`src/verilog/ssp_pkg.sv`:
```
package ssp_pkg;

  // Register addresses on the plain register port
  localparam logic [1:0] CTRL_ADDR = 2'h0;
  localparam logic [1:0] STAT_ADDR = 2'h1;
  localparam logic [1:0] BUF_ADDR  = 2'h2;

  // Control register fields
  localparam int CTRL_EN_BIT  = 5;
  localparam int CTRL_CKP_BIT = 4;
  localparam logic [5:0] CTRL_RST = 6'h00;

  // Status register fields
  localparam int STAT_SMP_BIT = 7;
  localparam int STAT_CKE_BIT = 6;
  localparam int STAT_DA_BIT  = 5;
  localparam int STAT_P_BIT   = 4;
  localparam int STAT_S_BIT   = 3;
  localparam int STAT_RW_BIT  = 2;
  localparam int STAT_UA_BIT  = 1;
  localparam int STAT_BF_BIT  = 0;
  localparam logic [1:0] STAT_WR_RST = 2'h0;

  // Port mode codes in the control register low nibble
  localparam logic [3:0] MODE_MASTER_DIV4  = 4'h0;
  localparam logic [3:0] MODE_MASTER_DIV16 = 4'h1;
  localparam logic [3:0] MODE_MASTER_DIV64 = 4'h2;
  localparam logic [3:0] MODE_MASTER_TMR   = 4'h3;
  localparam logic [3:0] MODE_SLAVE_SS     = 4'h4;
  localparam logic [3:0] MODE_SLAVE_NOSS   = 4'h5;
  localparam logic [3:0] MODE_I2C_MIN      = 4'h6;

  // Serial clock half periods in system clock cycles
  // Fastest rate still leaves room for the two-flop delay on the data input
  localparam logic [7:0] HALF_DIV4  = 8'h04;
  localparam logic [7:0] HALF_DIV16 = 8'h08;
  localparam logic [7:0] HALF_DIV64 = 8'h20;

  localparam logic [3:0] LAST_HALF = 4'hF;
  localparam logic [3:0] LAST_BIT  = 4'h7;
  localparam logic [7:0] BYTE_RST  = 8'h00;

  typedef enum logic [0:0] {
    M_IDLE = 1'b0,
    M_RUN  = 1'b1
  } mst_state_t;

  typedef struct packed {
    logic [1:0] addr;
    logic [7:0] wdata;
    logic       wr;
    logic       rd;
  } reg_req_t;

  typedef struct packed {
    logic sck_o;
    logic sck_oe_n;
    logic sdo;
    logic sdo_oe_n;
  } spi_pins_t;

  // Pulses and levels from the two-wire protocol engine
  typedef struct packed {
    logic       start;
    logic       stop;
    logic       addr_rcvd;
    logic       data_rcvd;
    logic       ack;
    logic       rw;
    logic       upd_addr;
    logic [7:0] rx_byte;
  } i2c_evt_t;

endpackage : ssp_pkg

```
`src/verilog/sync_serial_port.sv`:
```
// What this block does
// Shift one 8-bit word out and one in at once, on the serial clock.
// As master, drive the serial clock pin and make every edge.
// As slave, the serial clock pin is an input; the master makes all edges.
// In slave mode a select input may gate transfers, when that option is on.
// Configuration comes from control bits 5:0 and status bits 7:6.
// Clock-rate choice applies only as master; slave follows the external clock.
// The select option exists only for slave and is ignored as master.
// A programmable polarity sets the idle level of the serial clock.
// Control bit 4 is the clock polarity bit setting the idle level.
// Status bit 6 picks whether data changes on the idle-to-active or the active-to-idle edge.
// The transmit edge follows from polarity and edge select together.
// Before slave enable the external clock must already rest at idle level.
// As master, sample phase 1 samples at end, 0 in middle of output time.
// Software keeps the sample phase bit clear in slave mode.
// Software keeps sample phase and edge select clear in two-wire mode.
// Two-wire slave: status bit 5 is 1 after data, 0 after address.
// Two-wire: status bit 4 is 1 when a stop was seen last.
// Two-wire: status bit 3 is 1 when a start was seen last, 0 at reset.
// Status bit 0 shows the receive buffer holds a completed byte.
// Status bit 2 holds direction from last address match until start, stop, ack.
// Most significant bit first; at the end the byte is buffered and flagged.
// Only status bits 7:6 are writable; the other six are read-only, reset zero.
module sync_serial_port
  import ssp_pkg::*;
#(
  parameter logic [7:0] TIMER_HALF = 8'h04
) (
  input  wire logic      clk,
  input  wire logic      rst,
  input  wire reg_req_t  req,
  output logic     [7:0] rdata,
  input  wire logic      sck_i,
  input  wire logic      sdi,
  input  wire logic      ss_n,
  output spi_pins_t      pins,
  input  wire i2c_evt_t  i2c_evt
);

  logic [5:0]  ctrl_ff;
  logic        smp_ff;
  logic        cke_ff;
  logic [7:0]  rdata_ff;
  logic [7:0]  tx_ff;
  logic [7:0]  nxt_tx;
  logic [7:0]  rx_ff;
  logic [7:0]  rx_next;
  logic [7:0]  buf_ff;
  logic        bf_ff;
  logic [3:0]  cnt_ff;
  logic        sampled_ff;
  logic        sck_prev_ff;
  logic        sck_ff;
  logic        sck_oe_n_ff;
  logic        sdo_ff;
  logic        sdo_oe_n_ff;
  logic        da_ff;
  logic        p_ff;
  logic        s_ff;
  logic        rw_ff;
  logic        ua_ff;
  mst_state_t  state_ff;
  mst_state_t  nxt_state;
  logic [7:0]  div_ff;
  logic [7:0]  nxt_div;
  logic [3:0]  hp_ff;
  logic [3:0]  nxt_hp;
  logic        sck_s;
  logic        sdi_s;
  logic        ss_n_s;
  logic        en;
  logic        clock_idle_polarity;
  logic [3:0]  mode;
  logic        is_master;
  logic        is_slave;
  logic        is_i2c;
  logic        ss_used;
  logic        slave_sel;
  logic        tick;
  logic        rise_act;
  logic        fall_idle;
  logic        m_smp;
  logic        m_tx;
  logic        smp_ev;
  logic        tx_ev;
  logic        done;
  logic        cnt_clr;
  logic        i2c_byte;
  logic        wr_ctrl;
  logic        wr_stat;
  logic        wr_buf;
  logic        rd_buf;
  logic [7:0]  stat_word;

  function automatic logic [7:0] half_len(input logic [3:0] m, input logic [7:0] tmr);
    logic [7:0] h;
    h = tmr;
    unique case (m)
      MODE_MASTER_DIV4:  h = HALF_DIV4;
      MODE_MASTER_DIV16: h = HALF_DIV16;
      MODE_MASTER_DIV64: h = HALF_DIV64;
      default:           h = tmr;
    endcase
    return h;
  endfunction : half_len

  pin_sync #(
    .W       (3),
    .RST_VAL (3'h1)
  ) u_sync (
    .clk (clk),
    .rst (rst),
    .d   ({sck_i, sdi, ss_n}),
    .q   ({sck_s, sdi_s, ss_n_s})
  );

  assign en        = ctrl_ff[CTRL_EN_BIT];
  assign clock_idle_polarity       = ctrl_ff[CTRL_CKP_BIT];
  assign mode      = ctrl_ff[3:0];
  assign is_master = en && (mode <= MODE_MASTER_TMR);
  assign is_slave  = en && ((mode == MODE_SLAVE_SS) || (mode == MODE_SLAVE_NOSS));
  assign is_i2c    = en && (mode >= MODE_I2C_MIN);
  assign ss_used   = (mode == MODE_SLAVE_SS);
  assign slave_sel = is_slave && (!ss_used || !ss_n_s);

  assign wr_ctrl = req.wr && (req.addr == CTRL_ADDR);
  assign wr_stat = req.wr && (req.addr == STAT_ADDR);
  assign wr_buf  = req.wr && (req.addr == BUF_ADDR);
  assign rd_buf  = req.rd && (req.addr == BUF_ADDR);

  always_ff @(posedge clk) begin
    if (rst) begin
      ctrl_ff <= CTRL_RST;
    end else if (wr_ctrl) begin
      ctrl_ff <= req.wdata[5:0];
    end
  end

  // Only the two phase bits of status take writes
  always_ff @(posedge clk) begin
    if (rst) begin
      {smp_ff, cke_ff} <= STAT_WR_RST;
    end else if (wr_stat) begin
      smp_ff <= req.wdata[STAT_SMP_BIT];
      cke_ff <= req.wdata[STAT_CKE_BIT];
    end
  end

  // Master bit clock; the rate is ignored unless master
  assign tick = (state_ff == M_RUN) && (div_ff == half_len(mode, TIMER_HALF) - 8'h01);

  always_comb begin
    nxt_state = state_ff;
    nxt_div   = 8'h00;
    nxt_hp    = 4'h0;
    if (!is_master) begin
      nxt_state = M_IDLE;
    end else begin
      unique case (state_ff)
        M_IDLE: begin
          if (wr_buf) begin
            nxt_state = M_RUN;
          end
        end
        M_RUN: begin
          nxt_div = tick ? 8'h00 : div_ff + 8'h01;
          nxt_hp  = tick ? hp_ff + 4'h1 : hp_ff;
          if (tick && (hp_ff == LAST_HALF)) begin
            nxt_state = M_IDLE;
            nxt_hp    = 4'h0;
          end
        end
      endcase
    end
  end

  always_ff @(posedge clk) begin
    if (rst) begin
      state_ff <= M_IDLE;
      div_ff   <= 8'h00;
      hp_ff    <= 4'h0;
    end else begin
      state_ff <= nxt_state;
      div_ff   <= nxt_div;
      hp_ff    <= nxt_hp;
    end
  end

  // Each bit owns two half periods; data moves at the start of the even one
  assign m_smp = tick && (smp_ff ? hp_ff[0] : !hp_ff[0]);
  assign m_tx  = tick && hp_ff[0] && (hp_ff != LAST_HALF);

  // Slave edges seen on the synchronised clock, so slave rate is limited
  assign rise_act  = (sck_s != clock_idle_polarity) && (sck_prev_ff == clock_idle_polarity);
  assign fall_idle = (sck_s == clock_idle_polarity) && (sck_prev_ff != clock_idle_polarity);

  always_ff @(posedge clk) begin
    if (rst) begin
      sck_prev_ff <= 1'b0;
    end else begin
      sck_prev_ff <= sck_s;
    end
  end

  // Edge select meaning is relative to the idle level
  assign smp_ev = m_smp || (slave_sel && (cke_ff ? rise_act : fall_idle));
  assign tx_ev  = m_tx || (slave_sel && sampled_ff && (cke_ff ? fall_idle : rise_act));
  assign done   = smp_ev && (cnt_ff == LAST_BIT);
  assign cnt_clr = !(is_master || slave_sel) || ((state_ff == M_IDLE) && wr_buf && is_master);
  assign rx_next = {rx_ff[6:0], sdi_s};

  always_ff @(posedge clk) begin
    if (rst) begin
      cnt_ff     <= 4'h0;
      sampled_ff <= 1'b0;
    end else if (cnt_clr) begin
      cnt_ff     <= 4'h0;
      sampled_ff <= 1'b0;
    end else begin
      if (smp_ev) begin
        cnt_ff <= done ? 4'h0 : cnt_ff + 4'h1;
      end
      if (smp_ev) begin
        sampled_ff <= 1'b1;
      end else if (tx_ev) begin
        sampled_ff <= 1'b0;
      end
    end
  end

  always_ff @(posedge clk) begin
    if (rst) begin
      rx_ff <= BYTE_RST;
    end else if (smp_ev) begin
      rx_ff <= rx_next;
    end
  end

  // A write during a master transfer is dropped; no collision is flagged anywhere
  always_comb begin
    nxt_tx = tx_ff;
    if (wr_buf && !(state_ff == M_RUN)) begin
      nxt_tx = req.wdata;
    end else if (tx_ev) begin
      nxt_tx = {tx_ff[6:0], 1'b0};
    end
  end

  always_ff @(posedge clk) begin
    if (rst) begin
      tx_ff  <= BYTE_RST;
      sdo_ff <= 1'b0;
    end else begin
      tx_ff  <= nxt_tx;
      sdo_ff <= nxt_tx[7];
    end
  end

  assign i2c_byte = is_i2c && (i2c_evt.addr_rcvd || i2c_evt.data_rcvd);

  // New byte beats a read in the same cycle
  always_ff @(posedge clk) begin
    if (rst) begin
      buf_ff <= BYTE_RST;
      bf_ff  <= 1'b0;
    end else begin
      if (done) begin
        buf_ff <= rx_next;
      end else if (i2c_byte) begin
        buf_ff <= i2c_evt.rx_byte;
      end
      if (done || i2c_byte) begin
        bf_ff <= 1'b1;
      end else if (rd_buf) begin
        bf_ff <= 1'b0;
      end
    end
  end

  // Clock idles at the polarity bit; edge select shifts the phase
  always_ff @(posedge clk) begin
    if (rst) begin
      sck_ff      <= 1'b0;
      sck_oe_n_ff <= 1'b1;
      sdo_oe_n_ff <= 1'b1;
    end else begin
      sck_ff      <= (nxt_state == M_RUN) ? (clock_idle_polarity ^ nxt_hp[0] ^ ~cke_ff) : clock_idle_polarity;
      sck_oe_n_ff <= !is_master;
      sdo_oe_n_ff <= !(is_master || slave_sel);
    end
  end

  // Two-wire status; address capture wins over clearing in the same cycle
  always_ff @(posedge clk) begin
    if (rst || !is_i2c) begin
      da_ff <= 1'b0;
      p_ff  <= 1'b0;
      s_ff  <= 1'b0;
      rw_ff <= 1'b0;
      ua_ff <= 1'b0;
    end else begin
      ua_ff <= i2c_evt.upd_addr;
      if (i2c_evt.data_rcvd) begin
        da_ff <= 1'b1;
      end else if (i2c_evt.addr_rcvd) begin
        da_ff <= 1'b0;
      end
      if (i2c_evt.stop) begin
        p_ff <= 1'b1;
        s_ff <= 1'b0;
      end else if (i2c_evt.start) begin
        s_ff <= 1'b1;
        p_ff <= 1'b0;
      end
      if (i2c_evt.addr_rcvd) begin
        rw_ff <= i2c_evt.rw;
      end else if (i2c_evt.start || i2c_evt.stop || i2c_evt.ack) begin
        rw_ff <= 1'b0;
      end
    end
  end

  assign stat_word = {smp_ff, cke_ff, da_ff, p_ff, s_ff, rw_ff, ua_ff, bf_ff};

  always_ff @(posedge clk) begin
    if (rst) begin
      rdata_ff <= 8'h00;
    end else if (req.rd) begin
      unique case (req.addr)
        CTRL_ADDR: rdata_ff <= {2'h0, ctrl_ff};
        STAT_ADDR: rdata_ff <= stat_word;
        BUF_ADDR:  rdata_ff <= buf_ff;
        default:   rdata_ff <= 8'h00;
      endcase
    end else begin
      rdata_ff <= 8'h00;
    end
  end

  assign rdata = rdata_ff;
  assign pins  = '{sck_o: sck_ff, sck_oe_n: sck_oe_n_ff, sdo: sdo_ff, sdo_oe_n: sdo_oe_n_ff};

  property p_master_drives;
    @(posedge clk) disable iff (rst) is_master |=> !sck_oe_n_ff;
  endproperty
  a_master_drives: assert property (p_master_drives) else $error("master not driving clock");

  property p_slave_input;
    @(posedge clk) disable iff (rst) is_slave |=> sck_oe_n_ff;
  endproperty
  a_slave_input: assert property (p_slave_input) else $error("slave drives clock");

  property p_idle_level;
    @(posedge clk) disable iff (rst)
      (state_ff == M_IDLE) && $stable(clock_idle_polarity) && $past(state_ff == M_IDLE) |-> sck_ff == clock_idle_polarity;
  endproperty
  a_idle_level: assert property (p_idle_level) else $error("clock not at idle level");

  property p_tx_edge;
    @(posedge clk) disable iff (rst)
      (state_ff == M_RUN) && $past(state_ff == M_RUN) && $changed(hp_ff) && hp_ff[0] == 1'b0
      |-> sck_ff == (cke_ff ? clock_idle_polarity : !clock_idle_polarity);
  endproperty
  a_tx_edge: assert property (p_tx_edge) else $error("data moved on wrong clock edge");

  property p_deselect;
    @(posedge clk) disable iff (rst) is_slave && ss_used && ss_n_s |=> cnt_ff == 4'h0;
  endproperty
  a_deselect: assert property (p_deselect) else $error("deselected slave counted bits");

  property p_byte_done;
    @(posedge clk) disable iff (rst) done |=> bf_ff && (buf_ff == $past(rx_next));
  endproperty
  a_byte_done: assert property (p_byte_done) else $error("received byte not buffered");

  property p_slave_rate;
    @(posedge clk) disable iff (rst) !is_master |-> !tick ##1 (state_ff == M_IDLE);
  endproperty
  a_slave_rate: assert property (p_slave_rate) else $error("rate timer ran outside master");

  property p_stat_write;
    @(posedge clk) disable iff (rst)
      wr_stat ##1 req.rd && req.addr == STAT_ADDR && !wr_stat
      |=> rdata_ff[7:6] == $past(req.wdata[7:6], 2);
  endproperty
  a_stat_write: assert property (p_stat_write) else $error("phase bits not written");

  property p_start_seen;
    @(posedge clk) disable iff (rst)
      is_i2c && i2c_evt.start && !i2c_evt.stop ##1 is_i2c && !i2c_evt.stop |-> s_ff && !p_ff;
  endproperty
  a_start_seen: assert property (p_start_seen) else $error("start flag wrong");

  property p_stop_seen;
    @(posedge clk) disable iff (rst) is_i2c && i2c_evt.stop ##1 is_i2c |-> p_ff && !s_ff;
  endproperty
  a_stop_seen: assert property (p_stop_seen) else $error("stop flag wrong");

  property p_data_addr;
    @(posedge clk) disable iff (rst) is_i2c && i2c_evt.addr_rcvd && !i2c_evt.data_rcvd
      ##1 is_i2c |-> !da_ff && bf_ff;
  endproperty
  a_data_addr: assert property (p_data_addr) else $error("address byte marked as data");

endmodule : sync_serial_port

```
`src/verilog/pin_sync.sv`:
```
module pin_sync
  import ssp_pkg::*;
#(
  parameter int           W       = 3,
  parameter logic [W-1:0] RST_VAL = '0
) (
  input  wire logic         clk,
  input  wire logic         rst,
  input  wire logic [W-1:0] d,
  output logic      [W-1:0] q
);

  logic [W-1:0] meta_ff;
  logic [W-1:0] q_ff;

  // First stage feeds only the second stage
  always_ff @(posedge clk) begin
    if (rst) begin
      meta_ff <= RST_VAL;
      q_ff    <= RST_VAL;
    end else begin
      meta_ff <= d;
      q_ff    <= meta_ff;
    end
  end

  assign q = q_ff;

endmodule : pin_sync

```
`config.mk`:
```
export PLATFORM = sky130hd
export DESIGN_NAME = sync_serial_port
export DESIGN_NICKNAME = d
export VERILOG_FILES = /design/src/verilog/ssp_pkg.sv /design/src/verilog/sync_serial_port.sv /design/src/verilog/pin_sync.sv
export SDC_FILE = /design/constraint.sdc
export NUM_CORES = 1
export LEC_CHECK = 0
export ABC_AREA = 1
export BUFFER_PORTS_ARGS = -buffer_cell sky130_fd_sc_hd__buf_2
export CORE_ASPECT_RATIO = 1.75
export CORE_MARGIN = 10
export CORE_UTILIZATION = 50
export CTS_CLUSTER_SIZE = 28
export DETAILED_ROUTE_END_ITERATION = 8
export GPL_TIMING_DRIVEN = 0
export PLACE_DENSITY = 0.78
export SYNTH_ARGS = -nofsm -noshare
export SYNTH_HDL_FRONTEND = slang
export SYNTH_SLANG_ARGS = --single-unit
export TNS_END_PERCENT = 1
```
`constraint.sdc`:
```
create_clock -name clk -period 3.45 [get_ports clk]
set_input_delay 0.1725 -clock clk [delete_from_list [all_inputs] [get_ports clk]]
set_output_delay 0.1725 -clock clk [all_outputs]
set_load 0.01 [all_outputs]
```
==> results of run 1 <==
stage by stage:
step,power (uW),setup slack (ns),util,instance area [sq um]
global placement,981,1.37,0.566,3530
CTS,1540,1.36,0.593,3690
floorplan,943,1.56,-,3220
global route,1590,1.11,0.593,3690
finish,1530,1.37,0.593,3690
detailed placement,984,1.37,0.566,3530
state kept, by name, summed over array words and instances, names as in the netlist, 3 cells and up:
signal,count
hp_ff,4
cnt_ff,4
buf_ff,8
ctrl_ff,6
rdata,8
u_sync.meta_ff,3
rx_ff,7
div_ff,8
u_sync.q,3
tx_ff,8
worst paths after layout:
kind,to,slack (ns),cells after the start
worst max-delay path,sck_ff$_SDFF_PP0_,1.37,13
worst min-delay path,u_sync.meta_ff[2]$_SDFF_PP0_,0.02,3
worst max register to register,sck_ff$_SDFF_PP0_,1.37,13
worst min register to register,u_sync.q[2]$_SDFF_PP0_,0.41,2
Yosys cell counts, drive strengths merged:
cell type  instances
nand4              9
inv               59
or2                3
clkinv             1
a32oi              1
buf               11
xor2               5
ha                 4
dfxtp             73
nor2              41
a31oi              4
nand3             34
nor3b              2
a211oi             1
xnor2              2
nor3               6
a21oi             39
o21ai             29
clkbuf             4
o21a               1
nand2            113
cell families after synthesis:
group | Yosys count
buffers and inverters | 75
flip-flops | 73
AND/OR/NAND/NOR | 208
AO/OA/AOI/OAI | 75
adder cells (fa/ha/maj) | 4
XOR/XNOR | 7
power by group:
| part | switching (uW) | internal [uW] | total, uW |
|---|---|---|---|
| combinational | 61.7 | 38.3 | 100 |
| sequential | 9.54 | 857 | 866 |
| clock | 279 | 283 | 561 |
| total | 350 | 1180 | 1530 |
layer usage:
metal	vias to the layer above	share of wire
met1	1333	0.37
met2	64	0.55
met4	0	0.027
li1	1507	-
met3	16	0.048
met5	-	0
area by class of cell:
class | count | area share
clock buffers | 11 | 0.0410
multi-input cells | 294 | 0.392
plain buffers | 15 | 0.0241
flip-flops and latches | 73 | 0.396
well taps | 80 | 0.0271
repair buffers | 42 | 0.0583
inverters | 60 | 0.0610
clock inverters | 1 | 0.00136
critical path, cell delays in order, from the launching register on:
cell and delay, ns:
dfxtp_1 0.36, ha_1 0.20, nand2_1 0.06, nor2_1 0.13, nand3_2 0.11, nor2_4 0.14, nand2_1 0.12, inv_2 0.09
ha_1 0.23, nand2_1 0.08, xor2_1 0.14, nand3_1 0.12, o21ai_1 0.13, a21oi_1 0.05
==> metrics.csv, run 1 <==
metric;value;unit
Seq/Total Area, Yosys;0.454;
clock root cell;clkbuf_8;
peak supply drop;0.259;mV
clock slew at the register clock pins of the worst setup and hold paths;0.07;ns
Netlist cell types;34;
row cnt;38;
Final Hold Fails;0;
layout cells sized above 1;0.163;
drt initial violations;157;
worst hold slack;0.0171;ns
MaxCap Viol Count;0;
layer with the highest usage;met2;
commonest cells after routing, fill and taps aside;111 x nand2_1, 73 x dfxtp_1, 56 x inv_1;
Post-Syn Area;0.00322;sq mm
adder-cell share of the synthesized area;0.0155;
met1 usage;0.135;
starting density of the core;0.517;
status;completed;
Worst EP required;3.69;ns
GRT Total Usage;0.149;
met2 Use GR;0.280;
Total Wirelength;7.46;mm
Final Slew Violations;0;
TritonRoute pass-1 iters;4;
vias after detailed routing;2920;
Synth top area share;0.454;
FF+latch area;0.00146;sq mm
post-synthesis compound-gate area fraction;0.121;
Post-Synth XOR/XNOR Area;0.0190;
synth warn;0;
leakage;0.00161;uW
Final min period;2.08;ns
Die Area;0.0102;sq mm
Worst EP arrival;2.32;ns
period utilization;0.602;
Critical Path Source;div_ff[0]$_SDFF_PP0_;
hold_buf cts;1;
Syn Nets;478;
aggregate global routing overflow;0;
Mean Syn Cell Area;7.29;sq um
PostCTS Resize Cnt;0;
hold wc startpoint;sck_i;
Area growth, synth to finish;14.6;%
Worst Setup End Kind;flip-flop;
vias in the first global route;2805;
Post-DP HPWL;5.85;mm
R2R Path Start;div_ff[0]$_SDFF_PP0_;
IO Pins;44;
number of antenna diodes;0;
Hold Path Class;in -> reg;
postcts setup bufs;0;
Filler cells;599;
RSZ-0062 raised after global routing;false;
first-pass GRT wire length;12.1;mm
TritonCTS Buffers;9;
mux share of post-synthesis cell area;0;
CP startpoint kind;flip-flop;
largest family of logic cells by synthesized area;simple AND/OR/NAND/NOR gates;
Rel. slew slack;0.539;
simple-gate portion of the synthesized area;0.294;
initial antenna violation count;0;
Power Density;414;mW/mm^2
CP max FO;4;
Port Buf Inserts;41;
Clock Tree Buf Depth;2;
Clock Latency Late Sink;0.35;ns
H-tree depth;3;
vias per cell;5.07;
Yosys top cell by area;dfxtp_1;
multi-input logic area;0.00145;sq mm
worst-margin pin slew;0.689;ns
Final ANT Viol Nets;0;
Routability Congestion;0.849;
CTS Sinks;73;
placed insts;563;
skew final;0.00553;ns
WL per Instance;13.0;um
setup violators final;0;
commonest non-fill, non-tap cell in the layout;nand2_1;
core box area;0.00623;sq mm
met3 GRT Util;0.0506;
Final Non-Filler Cells;576;
kind of critical path;reg -> reg;
Post-Synthesis Cells;442;
fmax;0.481;GHz
Final TNS setup;0;ns
DIE HEIGHT;126;um
DR DRC count;0;
die width;80.7;um
TritonCTS clock tree;yes;
largest net degree at the start of global routing;11;
Seq cells post-synth;73;
top cells by area, synth;dfxtp_1 45%, nand2_1 13%, inv_1 6.5%;
Final #Nets;531;
No activity file was read; power rests on OpenSTA's default activity.
==> run 2, diff against run 1 <==
--- a/config.mk
+++ b/config.mk
@@ -5,7 +5,7 @@
 export SDC_FILE = /design/constraint.sdc
 export NUM_CORES = 1
 export LEC_CHECK = 0
-export ABC_AREA = 1
+export ABC_AREA = 0
 export BUFFER_PORTS_ARGS = -buffer_cell sky130_fd_sc_hd__buf_2
 export CORE_ASPECT_RATIO = 1.75
 export CORE_MARGIN = 10
==> constraint.sdc (replaced) <==
create_clock -name clk -period 2 [get_ports clk]
set_input_delay 0.1 -clock clk [delete_from_list [all_inputs] [get_ports clk]]
set_output_delay 0.1 -clock clk [all_outputs]
set_load 0.01 [all_outputs]
==> metrics.csv, run 2 <==
metric;value;unit;change
largest net degree at the start of global routing;12;;+1
RSZ-0062 raised after global routing;true;;
Final #Nets;446;;-16%
reg2reg path depth;10;;-3
Design Area, Final;0.00408;sq mm;+11%
starting density of the core;0.508;;-0.00889
synth warn;0;;unchanged
R2R Path Start;ctrl_ff[3]$_SDFFE_PP0P_;;
TritonRoute pass-1 iters;4;;unchanged
Worst Hold Depth;3;;unchanged
Levels on crit path;10;;-3
DR DRC count;0;;unchanged
Cell Area, Placed;0.00365;sq mm;+3.5%
commonest cells after routing, fill and taps aside;70 x dfxtp_1, 47 x buf_2, 47 x mux2i_1;;
Final min period;2.43;ns;+0.355 ns
drt initial violations;112;;-29%
setup violators final;10;;+10
CP max stage delay;0.33;ns;-0.03 ns
Clock Latency Late Sink;0.34;ns;about the same
Seq/Total Area, Yosys;0.443;;-0.0107
fmax;0.411;GHz;-15%
most frequent cell after synthesis;dfxtp_1;;
status;finished, violations left;;
Post-Synthesis Cells;348;;-21%
Filler cells;547;;-8.7%
Area growth, synth to finish;23.7;%;
clock root cell;clkbuf_16;;
WP buf/inv;1;;unchanged
kind of critical path;reg -> reg;;
CP max FO;9;;+5
vias after detailed routing;2676;;-8.4%
leakage;0.00160;uW;-0.65%
DIE HEIGHT;127;um;+1.0%
Synth top area share;0.443;;-0.0107
IO Pins;44;;unchanged
top cells by area, synth;dfxtp_1 44%, mux2i_1 15%, nor2_1 5.2%;;
core box area;0.00649;sq mm;+4.2%
Flop pwr share;0.451;;-0.116
commonest non-fill, non-tap cell in the layout;dfxtp_1;;
cells along the critical path;buf_6, nor4b_4, mux2i_2, o211a_4, and2_4, ha_4, nand2_2, xnor2_2, a311oi_2, mux2_4;;
Port Buf Inserts;43;;+4.9%
vias per cell;5.38;;+6.2%
CP startpoint kind;flip-flop;;
Pint;2630;uW;+120%
Routability Congestion;0.766;;-9.7%
Rel. slew slack;0.579;;+0.0395
Worst Hold Path EP;da_ff$_SDFFE_PP0N_;;
Final TNS setup;-1.82;ns;-1.82 ns
skew final;0.00607;ns;+0.000541 ns
reg2reg end;sck_ff$_SDFF_PP0_;;
Largest delay share family, worst path;multiplexers;;
TritonCTS clock tree;yes;;
Clock Tree Buf Depth;2;;unchanged
first-pass GRT wire length;13.0;mm;+7.4%
peak supply drop;0.691;mV;+170%
Netlist cell types;50;;+47%
clock slew at the register clock pins of the worst setup and hold paths;0.05;ns;-0.02 ns
EDFF count, synth;0;;unchanged
Yosys top cell by area;dfxtp_1;;
Slowest-stage cell, CP;mux2_4;;
TritonCTS Buffers;9;;unchanged
row cnt;39;;+2.6%
Power Density;810;mW/mm^2;+96%
post-layout util;0.629;;+0.0361
Hold Path Class;in -> reg;;
Final Slew Violations;0;;unchanged
Psw;684;uW;+95%
flop2flop setup slack;-0.43;ns;-1.81 ns
WL per Instance;15.8;um;+22%
worst setup margin;-0.434;ns;-1.81 ns
Post-Syn Area;0.00330;sq mm;+2.4%
Die Area;0.0104;sq mm;+1.9%
Total Wirelength;7.86;mm;+5.3%
MaxCap Viol Count;0;;unchanged
CTS Sinks;73;;unchanged
aggregate global routing overflow;0;;unchanged
worst-margin pin slew;0.623;ns;-0.0654 ns
Worst Setup End Kind;flip-flop;;
Mean Syn Cell Area;9.48;sq um;+30%
Post-synth top cells;73 x dfxtp_1, 48 x mux2i_1, 46 x nor2_1, 20 x nand2_1, 18 x a21oi_1;;
Post-DP HPWL;5.67;mm;-3.0%
die width;81.4;um;+0.90%
combinational group share of total power;0.052;;-0.013
Syn Nets;384;;-20%
layout cells sized above 1;0.251;;+0.0873
Worst EP required;2.23;ns;-1.46 ns
H-tree depth;3;;unchanged
Final ANT Viol Nets;0;;unchanged
switching share of power;0.207;;-0.0225
ys async rst share;0;;unchanged
period utilization;1.22;;+0.614
vias in the first global route;2820;;+0.53%
Seq cells post-synth;73;;unchanged
initial antenna violation count;0;;unchanged
Worst EP arrival;2.66;ns;+0.34 ns
violated checks;negative setup slack;;
Post-synth top flop;dfxtp_1;;
Final Hold Fails;0;;unchanged
number of antenna diodes;0;;unchanged
Clk pwr share;0.496;;+0.128
hold wc startpoint;i2c_evt[11];;
GRT Total Usage;0.162;;+0.0126
-- run 2: worst max path at each step --
| stage | startpoint | to | slack [ns] |
|---|---|---|---|
| after detailed placement | ctrl_ff[2]$_SDFFE_PP0P_ | sck_ff$_SDFF_PP0_ | -0.57 |
| after global placement | ctrl_ff[2]$_SDFFE_PP0P_ | sck_ff$_SDFF_PP0_ | -0.52 |
| after floorplan | ctrl_ff[2]$_SDFFE_PP0P_ | sck_ff$_SDFF_PP0_ | -0.38 |
| final | ctrl_ff[3]$_SDFFE_PP0P_ | sck_ff$_SDFF_PP0_ | -0.43 |
| after global routing | ctrl_ff[3]$_SDFFE_PP0P_ | sck_ff$_SDFF_PP0_ | -0.52 |
| after CTS | ctrl_ff[3]$_SDFFE_PP0P_ | sck_ff$_SDFF_PP0_ | -0.37 |
-- run 2: what timing repair did --
action,CTS,global route
setup buffers,3,0
pin swaps,3,7
resized for setup,5,7
hold buffers,5,0
setup endpoints to repair,11,41
hold endpoints to repair,5,0
-- run 2: final cells by class --
class                           count  area (sq um)  share of cell area
Multi-Input combinational cell    248          1770               0.433
Tap cell                           82           103              0.0251
Inverter                            8          30.0             0.00736
Sequential cell                    73          1470               0.359
Clock inverter                      2          35.0             0.00858
Buffer                             19           121              0.0297
Timing Repair Buffer               51           288              0.0705
Clock buffer                       14           274              0.0671
-- run 2: cells by family (layout without fill, tap and decap cells) --
| kind of cell | after synthesis | in the layout | synth area share |
|---|---|---|---|
| and+or+nand+nor | 137 | 137 | 0.223 |
| DFF | 73 | 73 | 0.443 |
| AOI/OAI and AO/OA | 48 | 48 | 0.102 |
| xor gates and xnor gates | 10 | 10 | 0.0265 |
| adders and majority gates | 4 | 4 | 0.0152 |
| buffers and inverters | 27 | 94 | 0.0417 |
| muxes | 49 | 49 | 0.149 |
-- run 2: per-stage QoR --
| step | instances | setup WS (ns) | power (uW) | hold WS, ns |
|---|---|---|---|---|
| floorplan | 348 | -0.382 | 1620 | 0.179 |
| global placement | 473 | -0.523 | 1680 | 0.284 |
| detailed placement | 473 | -0.571 | 1690 | 0.286 |
| CTS | 497 | -0.368 | 3320 | 0.00398 |
| global route | 497 | -0.518 | 3420 | 0.0312 |
| finish | 497 | -0.434 | 3310 | 0.0132 |
-- run 2: worst reg2reg max path: cells and delay by family, from the launching register on --
family | cells | cell delay, ns
XOR/XNOR | 1 | 0.08
multiplexers | 2 | 0.62
flip-flops | 1 | 0.30
buffers and inverters | 1 | 0.14
adder cells (fa/ha/maj) | 1 | 0.19
AND/OR/NAND/NOR | 3 | 0.54
AO/OA/AOI/OAI | 2 | 0.45
-- run 2: power groups by stage --
| stage | registers (uW) | clock network [uW] | logic, uW |
|---|---|---|---|
| after global placement | 1520 | 0 | 161 |
| after floorplan | 1520 | 0 | 100 |
| final | 1490 | 1640 | 173 |
| after global routing | 1490 | 1740 | 191 |
| after detailed placement | 1520 | 0 | 164 |
| after CTS | 1490 | 1660 | 174 |
-- run 2: layer usage --
| layer | up-vias | GRT usage | wire [um] |
|---|---|---|---|
| met5 | - | 0 | 0 |
| met4 | 0 | 0.0655 | 150 |
| met3 | 13 | 0.0520 | 288 |
| met2 | 40 | 0.305 | 4460 |
| met1 | 1287 | 0.151 | 2970 |
| li1 | 1336 | - | - |
==> run 3, diff against run 2 <==
--- a/config.mk
+++ b/config.mk
@@ -16,5 +16,6 @@
 export PLACE_DENSITY = 0.78
 export SYNTH_ARGS = -nofsm -noshare
 export SYNTH_HDL_FRONTEND = slang
+export SYNTH_HIERARCHICAL = 1
 export SYNTH_SLANG_ARGS = --single-unit
 export TNS_END_PERCENT = 1
==> metrics.csv, run 3 <==
metric;value;unit;change
TritonRoute pass-1 iters;4;;unchanged
Worst EP required;2.23;ns;about the same
Routability Congestion;0.803;;+4.8%
Cell Area, Placed;0.00363;sq mm;-0.58%
IO Pins;44;;unchanged
Worst Setup End Kind;flip-flop;;
Final Hold Fails;0;;unchanged
setup violators final;11;;+1
peak supply drop;0.533;mV;-23%
reg2reg path depth;10;;unchanged
clock slew at the register clock pins of the worst setup and hold paths;0.06;ns;about the same
status;finished, violations left;;
starting density of the core;0.510;;+0.00113
Final Slew Violations;0;;unchanged
Port Buf Inserts;43;;unchanged
drt initial violations;205;;+83%
top cells by area, synth;dfxtp_1 45%, mux2i_1 12%, nor2_1 5.5%;;
Worst Hold Depth;3;;unchanged
CP startpoint kind;flip-flop;;
core box area;0.00644;sq mm;-0.75%
layout cells sized above 1;0.252;;+0.00116
violated checks;negative setup slack;;
vias in the first global route;2762;;-2.1%
hold wc startpoint;req[2];;
Rel. slew slack;0.589;;+0.0103
H-tree depth;3;;unchanged
Final ANT Viol Nets;0;;unchanged
clock root cell;clkbuf_16;;
Post-synth top flop;dfxtp_1;;
RSZ-0062 raised after global routing;true;;
Worst Hold Path EP;ctrl_ff[0]$_SDFFE_PP0P_;;
worst setup margin;-0.402;ns;+0.0323 ns
die width;81.2;um;-0.20%
Post-DP HPWL;5.60;mm;-1.3%
flop2flop setup slack;-0.40;ns;+0.03 ns
Die Area;0.0103;sq mm;-0.42%
MaxCap Viol Count;0;;unchanged
TritonCTS Buffers;9;;unchanged
row cnt;39;;unchanged
post-layout util;0.641;;+0.0120
skew final;0.00440;ns;-0.00168 ns
multi-input logic area;0.00173;sq mm;-1.8%
DR DRC count;0;;unchanged
Total Wirelength;7.68;mm;-2.3%
vias after detailed routing;2712;;+1.3%
Hold Path Class;in -> reg;;
Synth top area share;0.445;;+0.00236
Power Density;827;mW/mm^2;+2.1%
first-pass GRT wire length;12.5;mm;-4.1%
leakage;0.00159;uW;-0.16%
CTS Sinks;73;;unchanged
Design Area, Final;0.00413;sq mm;+1.1%
synth warn;6;;+6
largest net degree at the start of global routing;14;;+2
Filler cells;540;;-1.3%
Clock Latency Late Sink;0.34;ns;about the same
Seq cells post-synth;73;;unchanged
kind of critical path;reg -> reg;;
Final #Nets;456;;+2.2%
Post-Syn Area;0.00328;sq mm;-0.53%
worst-margin pin slew;0.613;ns;-0.0101 ns
DIE HEIGHT;127;um;-0.22%
period utilization;1.20;;-0.0162
R2R Path Start;ctrl_ff[3]$_SDFFE_PP0P_;;
Worst EP arrival;2.63;ns;-0.03 ns
reg2reg end;sck_ff$_SDFF_PP0_;;
number of antenna diodes;0;;unchanged
most frequent cell after synthesis;dfxtp_1;;
GRT Total Usage;0.155;;-0.00695
FF+latch area;0.00147;sq mm;+0.51%
commonest cells after routing, fill and taps aside;68 x dfxtp_1, 48 x nor2_1, 45 x buf_2;;
fmax;0.416;GHz;+1.3%
Post-Synthesis Cells;353;;+1.4%
Netlist cell types;54;;+8.0%
initial antenna violation count;0;;unchanged
Seq/Total Area, Yosys;0.445;;+0.00236
TritonCTS clock tree;yes;;
commonest non-fill, non-tap cell in the layout;dfxtp_1;;
WL per Instance;15.1;um;-4.2%
Final min period;2.40;ns;-0.0323 ns
EDFF count, synth;0;;unchanged
Clock Tree Buf Depth;2;;unchanged
Area growth, synth to finish;25.8;%;
CP max FO;4;;-5
Mean Syn Cell Area;9.30;sq um;-1.9%
Post-synth top cells;73 x dfxtp_1, 48 x nor2_1, 39 x mux2i_1, 34 x nand2_1, 19 x a21oi_1;;
Yosys top cell by area;dfxtp_1;;
Syn Nets;389;;+1.3%
aggregate global routing overflow;0;;unchanged
ys async rst share;0;;unchanged
DP Worst Slack;-0.571;ns;-0.000813 ns
vias per cell;5.35;;-0.65%
==> run 3: changes by cell type in the layout (fill, tap and decap cells not counted), sizes merged, moves of 4 or more <==
cell / delta
mux2i: -9
or2: -10
nand2b: -8
a311oi: -4
mux2: +9
nand2: +14
==> run 3: power breakdown <==
| group | internal, uW | leakage, uW | switching [uW] |
|---|---|---|---|
| clock | 1130 | 0.000151 | 626 |
| sequential | 1480 | 0.000594 | 16.2 |
| combinational | 81.1 | 0.000849 | 91.5 |
==> run 3: layer usage <==
metal	vias to the layer above	GRT usage	routed length (um)
met5	-	0	0
met4	0	0.0921	184
met3	14	0.0442	381
met2	70	0.272	4190
met1	1279	0.154	2930
li1	1349	-	-
==> run 3: through the flow <==
step | power [uW] | hold WS (ns) | instances | TNS, ns
CTS | 3430 | 0.0183 | 508 | -1.90
global route | 3510 | 0.0224 | 507 | -3.31
global placement | 1680 | 0.278 | 478 | -2.78
detailed placement | 1680 | 0.282 | 478 | -3.57
finish | 3420 | 0.0179 | 507 | -1.42
floorplan | 1610 | 0.172 | 353 | -1.32
==> run 3: worst max-delay path by stage <==
stage,from,to,slack (ns),cells past startpoint
detailed placement,ctrl_ff[0]$_SDFFE_PP0P_,sck_ff$_SDFF_PP0_,-0.57,10
finish,ctrl_ff[3]$_SDFFE_PP0P_,sck_ff$_SDFF_PP0_,-0.40,10
global route,ctrl_ff[3]$_SDFFE_PP0P_,sck_ff$_SDFF_PP0_,-0.52,10
floorplan,ctrl_ff[3]$_SDFFE_PP0P_,sck_ff$_SDFF_PP0_,-0.36,11
global placement,ctrl_ff[0]$_SDFFE_PP0P_,sck_ff$_SDFF_PP0_,-0.55,10
CTS,ctrl_ff[2]$_SDFFE_PP0P_,sck_ff$_SDFF_PP0_,-0.48,11
==> run 3: timing repair <==
item                       4_1_cts  5_1_grt
pin swaps                       11        3
buffers inserted                 8        2
resized for setup                8        9
hold endpoints to repair         7        0
setup endpoints to repair       28       32
hold buffers                     6        0
==> run 3: critical path: stages, from the launching register on <==
cell and delay, ns:
dfxtp_2 0.35, nor4b_4 0.33, mux2_4 0.35, o2111ai_4 0.10, inv_2 0.08, ha_4 0.27
nand2_2 0.05, xor2_1 0.15, nand3_1 0.08, a31oi_1 0.19, mux2_1 0.33
==> run 3: layout make-up <==
type / count / share of cell area
buffer: 17 / 0.0236
clock buffer: 10 / 0.0579
clock inverter: 6 / 0.0221
inverter: 11 / 0.0100
multi-input combinational: 249 / 0.420
sequential: 73 / 0.357
tap: 82 / 0.0248
timing repair buffer: 59 / 0.0848
==> run 3: cell families (layout without fill, tap and decap cells) <==
kind of cell / count (synthesis) / count (layout) / synth area share
muxes: 49 / 49 / 0.154
xor gates and xnor gates: 10 / 10 / 0.0267
adders and majority gates: 4 / 4 / 0.0153
buffers and inverters: 31 / 103 / 0.0454
DFF: 73 / 73 / 0.445
and+or+nand+nor: 136 / 136 / 0.210
AOI/OAI and AO/OA: 50 / 50 / 0.103
